==> src/inc/tpd_defs.vh <==
// Constants of the three-phase pre-driver logic interface
`ifndef TPD_DEFS_VH
`define TPD_DEFS_VH

// Clock and timing
`define TPD_CLK_MHZ 25
`define TPD_RESET_NS 77
`define TPD_RESET_CYC ((`TPD_RESET_NS * `TPD_CLK_MHZ) / 1000)

// Deadtime limits, in time-base periods
`define TPD_DT_MAX 8'hFF
`define TPD_DT_ZERO 8'h00

// Serial frame: 8-bit command, upper nibble opcode, lower nibble data
`define TPD_CMD_W 8
`define TPD_OP_HI 7
`define TPD_OP_LO 4
`define TPD_OP_NULL 4'h0
`define TPD_OP_FAULT_MASK_FIRST 4'h2
`define TPD_OP_FAULT_MASK_SECOND 4'h3
`define TPD_OP_MODE 4'h4
`define TPD_OP_CLRINT 4'h6
`define TPD_OP_DT_LO 4'h8
`define TPD_OP_DT_HI 4'h9
`define TPD_OP_DT_ZERO 4'hA

// Mode bits: bit 0 defeats interlock, bit 1 defeats deadtime
`define TPD_MODE_NOLOCK 0
`define TPD_MODE_NODT 1
`define TPD_MODE_RST 2'h0

// Reset values
`define TPD_MASK_RST 4'hF
`define TPD_DT_RST 8'h10

`endif

==> src/core/tpd_core.v <==
// Logic interface of a three-phase FET pre-driver
// Behaviour
// - Gates may turn on only when both enables high
// - Either enable low forces all gates off
// - Enable off-forcing acts without clock
// - High side waits for its low-side pulse
// - Reset low disables outputs, resets logic fast
// - Power-on reset tristates drivers, ignores serial
// - Phase status low below half supply
// - High-side inputs active low, default off
// - Low-side inputs active high, default off
// - Interrupt held high until clear command
// - Two mask registers gate fault interrupts
// - Serial commands framed by chip select low
// - Serial input sampled on falling clock, MSB first
// - Serial output driven only during chip select
// - Serial output changes on rising clock
// - Over-current flag high during over-current
// - Deadtime and interlock, both defeatable
// - Mode set only by serial commands
// - Deadtime 1 to 255 periods, saturating, zero allowed
`timescale 1ns/10ps
`include "tpd_defs.vh"
module tpd_core #(
  parameter DT_W = 8
) (
  // Clock and reset
  input wire sys_clk,
  input wire reset_n,
  input wire power_good,
  // Enables
  input wire enable_one,
  input wire enable_two,
  // Phase commands
  input wire phase_a_high_in_n,
  input wire phase_a_low_in,
  input wire phase_b_high_in_n,
  input wire phase_b_low_in,
  input wire phase_c_high_in_n,
  input wire phase_c_low_in,
  // Analog comparator results
  input wire [2:0] phase_above_half,
  input wire overcurrent_det,
  input wire [7:0] fault_det,
  // Serial port
  input wire serial_cs_n,
  input wire serial_clk,
  input wire serial_in,
  output reg serial_out,
  output wire serial_out_en,
  // Gate drives
  output wire [2:0] high_side_gate,
  output wire [2:0] low_side_gate,
  output wire gate_drive_en,
  // Status
  output wire phase_a_compare_out,
  output wire phase_b_compare_out,
  output wire phase_c_compare_out,
  output reg overcurrent_flag_out,
  output reg interrupt_out
);

  ////////////////////////////////////////////////////////////////////
  // Reset combination

  // Power-on and pin reset both clear logic; reset is synchronous,
  // so the 77 ns bound holds only because one 40 ns period is shorter
  wire logic_rst_n = reset_n && power_good;

  ////////////////////////////////////////////////////////////////////
  // Synchronisers

  wire [2:0] high_n_sync;
  wire [2:0] low_sync;
  wire [1:0] en_sync;
  wire [2:0] ser_sync;
  wire [2:0] cmp_sync;
  wire [8:0] flt_sync;

  tpd_sync #(.WIDTH(3), .INIT(3'h7)) u_sync_high (
    .sys_clk(sys_clk),
    .reset_n(logic_rst_n),
    .async_in({phase_c_high_in_n, phase_b_high_in_n, phase_a_high_in_n}),
    .sync_out(high_n_sync)
  );

  tpd_sync #(.WIDTH(3), .INIT(3'h0)) u_sync_low (
    .sys_clk(sys_clk),
    .reset_n(logic_rst_n),
    .async_in({phase_c_low_in, phase_b_low_in, phase_a_low_in}),
    .sync_out(low_sync)
  );

  tpd_sync #(.WIDTH(2), .INIT(2'h0)) u_sync_en (
    .sys_clk(sys_clk),
    .reset_n(logic_rst_n),
    .async_in({enable_two, enable_one}),
    .sync_out(en_sync)
  );

  // Chip select resets to idle high
  tpd_sync #(.WIDTH(3), .INIT(3'h4)) u_sync_ser (
    .sys_clk(sys_clk),
    .reset_n(logic_rst_n),
    .async_in({serial_cs_n, serial_clk, serial_in}),
    .sync_out(ser_sync)
  );

  tpd_sync #(.WIDTH(3), .INIT(3'h0)) u_sync_cmp (
    .sys_clk(sys_clk),
    .reset_n(logic_rst_n),
    .async_in(phase_above_half),
    .sync_out(cmp_sync)
  );

  tpd_sync #(.WIDTH(9), .INIT(9'h000)) u_sync_flt (
    .sys_clk(sys_clk),
    .reset_n(logic_rst_n),
    .async_in({overcurrent_det, fault_det}),
    .sync_out(flt_sync)
  );

  wire cs_n_s = ser_sync[2];
  wire sclk_s = ser_sync[1];
  wire sin_s = ser_sync[0];

  ////////////////////////////////////////////////////////////////////
  // Serial port

  reg sclk_prev;
  reg [`TPD_CMD_W-1:0] rx_shift;
  reg [`TPD_CMD_W-1:0] tx_shift;
  reg [2:0] bit_cnt;
  reg [3:0] mask_first;
  reg [3:0] mask_second;
  reg [1:0] mode_bits;
  reg [DT_W-1:0] deadtime;
  reg [3:0] dt_low;
  reg [7:0] fault_latch;
  reg clr_int;

  wire sclk_fall = sclk_prev && !sclk_s;
  wire sclk_rise = !sclk_prev && sclk_s;
  wire cs_act = !cs_n_s;
  wire [7:0] rx_word = {rx_shift[6:0], sin_s};
  wire [3:0] rx_op = rx_word[`TPD_OP_HI:`TPD_OP_LO];
  wire [3:0] rx_dat = rx_word[`TPD_OP_LO-1:0];
  wire [DT_W-1:0] dt_req = {rx_dat, dt_low};

  // Serial output may only drive while powered and selected
  assign serial_out_en = !serial_cs_n && reset_n && power_good;

  always @(posedge sys_clk) begin
    if (!logic_rst_n) begin
      sclk_prev <= 1'b0;
      rx_shift <= 8'h00;
      tx_shift <= 8'h00;
      bit_cnt <= 3'h0;
      mask_first <= `TPD_MASK_RST;
      mask_second <= `TPD_MASK_RST;
      mode_bits <= `TPD_MODE_RST;
      deadtime <= `TPD_DT_RST;
      dt_low <= 4'h0;
      clr_int <= 1'b0;
      serial_out <= 1'b0;
    end else begin
      sclk_prev <= sclk_s;
      clr_int <= 1'b0;
      if (!cs_act) begin
        bit_cnt <= 3'h0;
        tx_shift <= fault_latch;
        serial_out <= 1'b0;
      end else begin
        if (sclk_rise) begin
          serial_out <= tx_shift[7];
          tx_shift <= {tx_shift[6:0], 1'b0};
        end
        if (sclk_fall) begin
          rx_shift <= rx_word;
          bit_cnt <= bit_cnt + 3'h1;
          if (bit_cnt == 3'h7) begin
            // Commands are the only way to change configuration
            case (rx_op)
              `TPD_OP_FAULT_MASK_FIRST: mask_first <= rx_dat;
              `TPD_OP_FAULT_MASK_SECOND: mask_second <= rx_dat;
              `TPD_OP_MODE: mode_bits <= rx_dat[1:0];
              `TPD_OP_CLRINT: clr_int <= 1'b1;
              `TPD_OP_DT_LO: dt_low <= rx_dat;
              `TPD_OP_DT_HI: begin
                // A zero request still gives one period; zero needs its own command
                if (dt_req == `TPD_DT_ZERO)
                  deadtime <= 8'h01;
                else
                  deadtime <= dt_req;
              end
              `TPD_OP_DT_ZERO: deadtime <= `TPD_DT_ZERO;
              default: begin
              end
            endcase
          end
        end
      end
    end
  end

  ////////////////////////////////////////////////////////////////////
  // Faults and interrupt

  wire [7:0] fault_unmasked = flt_sync[7:0] & ~{mask_second, mask_first};

  always @(posedge sys_clk) begin
    if (!logic_rst_n) begin
      fault_latch <= 8'h00;
      interrupt_out <= 1'b0;
      overcurrent_flag_out <= 1'b0;
    end else begin
      overcurrent_flag_out <= flt_sync[8];
      // A new fault in the clear cycle wins over the clear
      if (clr_int)
        fault_latch <= flt_sync[7:0];
      else
        fault_latch <= fault_latch | flt_sync[7:0];
      if (|fault_unmasked)
        interrupt_out <= 1'b1;
      else if (clr_int)
        interrupt_out <= 1'b0;
    end
  end

  ////////////////////////////////////////////////////////////////////
  // Phase control

  wire en_sync_both = en_sync[0] && en_sync[1];
  wire [2:0] high_cmd;
  wire [2:0] low_cmd;
  wire [2:0] phase_low_seen;

  genvar g;
  generate
    for (g = 0; g < 3; g = g + 1) begin : g_phase
      tpd_phase #(.DT_W(DT_W)) u_phase (
        .sys_clk(sys_clk),
        .reset_n(logic_rst_n),
        .high_req(!high_n_sync[g]),
        .low_req(low_sync[g]),
        .enabled(en_sync_both),
        .deadtime(deadtime),
        .no_interlock(mode_bits[`TPD_MODE_NOLOCK]),
        .no_deadtime(mode_bits[`TPD_MODE_NODT]),
        .high_drive(high_cmd[g]),
        .low_drive(low_cmd[g]),
        .low_seen(phase_low_seen[g])
      );
    end
  endgenerate

  // Enables gate the outputs directly so dropping one needs no clock edge
  wire en_raw = enable_one && enable_two;
  assign high_side_gate = high_cmd & {3{en_raw && reset_n}};
  assign low_side_gate = low_cmd & {3{en_raw && reset_n}};
  // Drivers are tristated until the supply is good
  assign gate_drive_en = power_good;

  ////////////////////////////////////////////////////////////////////
  // Phase comparators

  assign phase_a_compare_out = cmp_sync[0];
  assign phase_b_compare_out = cmp_sync[1];
  assign phase_c_compare_out = cmp_sync[2];

endmodule // tpd_core

==> src/core/tpd_sync.v <==
// Two flip-flop synchroniser, one per bit of a bus
`timescale 1ns/10ps
module tpd_sync #(
  parameter WIDTH = 1,
  parameter [WIDTH-1:0] INIT = {WIDTH{1'b0}}
) (
  // Clock and reset
  input wire sys_clk,
  input wire reset_n,
  // Data
  input wire [WIDTH-1:0] async_in,
  output reg [WIDTH-1:0] sync_out
);

  reg [WIDTH-1:0] stage_one;

  always @(posedge sys_clk) begin
    if (!reset_n) begin
      stage_one <= INIT;
      sync_out <= INIT;
    end else begin
      stage_one <= async_in;
      sync_out <= stage_one;
    end
  end

endmodule // tpd_sync

==> src/core/tpd_phase.v <==
// One phase: deadtime, interlock and low-before-high gating
`timescale 1ns/10ps
`include "tpd_defs.vh"
module tpd_phase #(
  parameter DT_W = 8
) (
  // Clock and reset
  input wire sys_clk,
  input wire reset_n,
  // Commands, already synchronised
  input wire high_req,
  input wire low_req,
  // Configuration
  input wire enabled,
  input wire [DT_W-1:0] deadtime,
  input wire no_interlock,
  input wire no_deadtime,
  // Gate commands before the enable gating
  output reg high_drive,
  output reg low_drive,
  output reg low_seen
);

  reg [DT_W-1:0] dt_count;
  reg next_high;
  reg next_low;

  // Deadtime runs whenever a driver turned off this phase
  wire dt_busy = (dt_count != {DT_W{1'b0}}) && !no_deadtime;
  wire both = high_req && low_req && !no_interlock;

  always @* begin
    next_high = high_req && low_seen && !both && !dt_busy && !low_drive;
    next_low = low_req && !both && !dt_busy && !high_drive;
    if (no_interlock) begin
      next_high = high_req && low_seen && !dt_busy;
      next_low = low_req && !dt_busy;
    end
  end

  always @(posedge sys_clk) begin
    if (!reset_n || !enabled) begin
      high_drive <= 1'b0;
      low_drive <= 1'b0;
      dt_count <= {DT_W{1'b0}};
      low_seen <= 1'b0;
    end else begin
      high_drive <= next_high;
      low_drive <= next_low;
      if (low_drive)
        low_seen <= 1'b1;
      if ((high_drive && !next_high) || (low_drive && !next_low))
        dt_count <= deadtime;
      else if (dt_count != {DT_W{1'b0}})
        dt_count <= dt_count - {{(DT_W-1){1'b0}}, 1'b1};
    end
  end

endmodule // tpd_phase

==> config.mk <==
export PLATFORM = sky130hd
export DESIGN_NAME = tpd_core
export DESIGN_NICKNAME = d
export VERILOG_FILES = /design/src/core/tpd_core.v /design/src/core/tpd_sync.v /design/src/core/tpd_phase.v
export VERILOG_INCLUDE_DIRS = /design/src /design/src/inc
export SDC_FILE = /design/constraint.sdc
export NUM_CORES = 1
export LEC_CHECK = 0
export BUFFER_PORTS_ARGS = -buffer_cell sky130_fd_sc_hd__buf_2
export CAP_MARGIN = 20
export CORE_MARGIN = 3
export CORE_UTILIZATION = 59
export CTS_CLUSTER_DIAMETER = 100
export DETAILED_ROUTE_END_ITERATION = 6
export GPL_ROUTABILITY_DRIVEN = 0
export GPL_TIMING_DRIVEN = 0
export PLACE_DENSITY = 0.82
export SYNTH_ARGS = -nofsm -noshare
export SYNTH_HDL_FRONTEND = slang
export SYNTH_HIERARCHICAL = 1
export SYNTH_SLANG_ARGS = --single-unit
==> constraint.sdc <==
create_clock -name sys_clk -period 2.5 [get_ports sys_clk]
set_input_delay 0.375 -clock sys_clk [delete_from_list [all_inputs] [get_ports sys_clk]]
set_output_delay 0.375 -clock sys_clk [all_outputs]
set_load 0.02 [all_outputs]
==> metrics <==
Layout Nets=between 600 and 700; Inserted Clock Buffers=17; leak pwr=roughly 2.6 nW; synthesis warning total=6; number of antenna violations at the first check in global routing=0; Worst setup SP type=flop; via count of the first global-routing pass=approximately 4200; number of nets in the synthesized netlist=just over 600; height of the chip=between 100 and 150 um; Routed Antenna Nets=0; number of fillers in the final layout=roughly 590; initial core utilization=61.7%; share of final-layout standard cells stronger than drive strength 1=between 20% and 30%; largest fanout on the critical path=10; Final Non-Filler Cells=~750; Congestion Overflow GR=0; max cap viols=0; final worst path period need=around 2.4 ns; Peak VDD IR=between 0.5 and 0.6 mV; number of flops mapped to enable cells by yosys=0; CTS tree=built; routed vias=~4200; Placed Cells=between 700 and 800; class of the worst hold path=input port to flop; tightest slew margin relative to the limit=43.7%; WP data required=around 3.0 ns; worst-case clock skew=between 0.007 and 0.008 ns; maximum clock path buffer count=2; maximum number of pins on one net before global-route repair=50; classification of the worst setup path=flop to flop; cell chosen for the clock root=sky130_fd_sc_hd__clkbuf_8; ratio of routed vias to standard cells=approximately 5.6; mapped cell area=approximately 5500 um^2; worst setup slack after placement=0.181 ns; fraction of the yosys area taken by sequential cells=48.2%; Fmax achieved=413 MHz; overall die width=between 100 and 150 um; number of endpoints with negative hold slack in the final report=0; Buffers on Ports=39; average footprint of a synthesized cell=approximately 9.6 um^2; share of the clock period used by the worst path after layout=around 97%; First DRT Iteration DRCs=295; status=complete, no violations; top cell type's share of synthesized area=approximately half; slew at the pin closest to its max-slew limit=approximately 0.85 ns; wire length of the first global-routing pass=approximately 20000 um; Synth area leaders=sky130_fd_sc_hd__dfxtp_1 (48%), sky130_fd_sc_hd__mux2i_1 (6.0%), sky130_fd_sc_hd__nor2_1 (4.9%), sky130_fd_sc_hd__and2_1 (4.0%), sky130_fd_sc_hd__mux2_2 (3.1%); endpoint arrival time on the critical path=around 2.9 ns; Final TNS setup=0 ns; floorplan row count=34; num ports=40; Core Region=roughly 8900 um^2; cells resized by post-CTS repair=0; number of buffers added for setup after CTS=0; fin worst setup slack=roughly 0.082 ns; clock latency on the worst-skew pair=approximately 0.52 ns; overall die area=between 10000 and 15000 um^2; Yosys top cell by area=sky130_fd_sc_hd__dfxtp_1; post-detailed-route DRC marker count=0; diodes inserted=0; HPWL after detailed placement=7620 um; instance count of the mapped netlist=570; clock edge transition at the registers on the reported setup and hold paths=around 0.070 ns; clk sinks=about 130; Final Max Slew Viols=0; area added between synthesis and finish=16.9%; number of iterations in the first detailed-routing pass=7; total number of H-tree levels=4; post-synthesis sequential element count=132; RSZ-0062 raised after global routing=false; nature of the critical path endpoint=flop; final setup violation count=0; post-synth cell types=56; total routed wirelength=between 10000 and 15000 um; hold buffer count at cts=0; GR Util All Layers=a little under a quarter; async set or reset register ratio after synthesis=0%; power per standard cell area=733 nW/um^2; Primary FF master, synth=sky130_fd_sc_hd__dfxtp_1; mean routed wirelength per cell=15.6 um
## registers in the layout, indices dropped and copies added, names as in the netlist, 7 cells and up
register,count
tx_shift,8
rx_shift,7
deadtime,8
fault_latch,8
u_sync_flt/stage_one,9
u_sync_flt/sync_out,9
g_phase.u_phase/dt_count,24
## cells in the mapped netlist, drive strengths merged (2+ instances only)
library cell / number
nor2: 72
or4b: 2
and2: 51
nor3: 14
nor4: 7
and2b: 2
nand3: 8
buf: 11
nand2b: 12
mux2i: 33
mux2: 16
or3: 10
xnor2: 10
dfxtp: 132
nand2: 39
xor2: 3
nor3b: 7
o21ai: 20
ha: 8
a31oi: 7
clkbuf: 13
nand3b: 2
o211ai: 5
a22oi: 4
or4: 2
inv: 27
a221o: 3
a211o: 2
nor4b: 3
a21oi: 31
nand4bb: 2
and3: 3
## per-layer routing
metal / track usage [%] / wire [um] / vias up
met5: 0 / 0 / -
met4: 10.3 / 302 / 0
met3: 5.87 / 735 / 39
met2: 39.5 / 5660 / 165
met1: 29.8 / 5010 / 1954
li1: - / - / 2050
## report_power, final
part | total (W) | internal (W) | switching (W)
registers | 0.00213 | 0.00213 | 0.00000843
clock network | 0.00248 | 0.00148 | 0.000998
logic | 0.0000866 | 0.0000388 | 0.0000478
## placed cells by master (no fill, tap or decap), drive strengths merged, types with 8 or more instances in the layout
master	n
mux2i	33
inv	34
clkbuf	31
buf	50
nand3	8
nor3	14
nand2b	12
or3	10
mux2	16
o21ai	20
and2	51
a21oi	31
ha	8
nor2	72
nand2	39
dfxtp	132
xnor2	10
## worst max-delay path: stages, from the launching register on
cell and delay (ns):
sky130_fd_sc_hd__dfxtp_1 0.35, sky130_fd_sc_hd__inv_1 0.12, sky130_fd_sc_hd__ha_1 0.24, sky130_fd_sc_hd__nor3b_1 0.42
sky130_fd_sc_hd__nand2_2 0.16, sky130_fd_sc_hd__a221o_1 0.38, sky130_fd_sc_hd__buf_6 0.16, sky130_fd_sc_hd__or3_4 0.37
sky130_fd_sc_hd__a21oi_2 0.14
## cell type report
cell class / count / area, um^2 / share of cell area [%]
Multi-Input combinational cell: 386 / 2570 / 40.2
Tap cell: 108 / 135 / 2.11
Buffer: 24 / 160 / 2.50
Sequential cell: 132 / 2640 / 41.2
Clock inverter: 14 / 166 / 2.60
Clock buffer: 18 / 428 / 6.68
Inverter: 28 / 105 / 1.64
Timing Repair Buffer: 39 / 195 / 3.05
## final timing paths
check                                              start                                          end  slack [ns]  depth (start not counted)
max          g_phase[1].u_phase/dt_count[0]$_SDFFE_PP0P_  g_phase[1].u_phase/dt_count[3]$_SDFFE_PP0P_        0.08                          8
min                                    phase_a_high_in_n          u_sync_high/stage_one[0]$_SDFF_PN1_        0.03                          2
max reg2reg  g_phase[1].u_phase/dt_count[0]$_SDFFE_PP0P_  g_phase[1].u_phase/dt_count[3]$_SDFFE_PP0P_        0.08                          8
min reg2reg          u_sync_high/stage_one[1]$_SDFF_PN1_           u_sync_high/sync_out[1]$_SDFF_PN1_        0.41                          1
## logic make-up (layout without fill, tap and decap cells)
| logic type | after synthesis | in the layout | share of synthesized area, % |
|---|---|---|---|
| simple gates | 238 | 238 | 24.7 |
| fa+ha+maj | 8 | 8 | 1.83 |
| xor+xnor | 13 | 13 | 2.08 |
| buf+inv | 52 | 123 | 4.82 |
| mux | 49 | 49 | 9.31 |
| compound gates | 78 | 78 | 9.09 |
| flops | 132 | 132 | 48.2 |
## stage by stage
step / cell area (um^2) / util [%] / hold WS, ns / power [W]
finish: 6410 / 72.1 / 0.0318 / 0.00470
global route: 6410 / 72.1 / 0.0176 / 0.00482
CTS: 6410 / 72.1 / 0.0260 / 0.00471
detailed placement: 5810 / 65.4 / 0.393 / 0.00227
global placement: 5810 / 65.4 / 0.389 / 0.00226
floorplan: 5480 / - / 0.386 / 0.00223
Note: power is estimated with default switching activity, not from simulation.
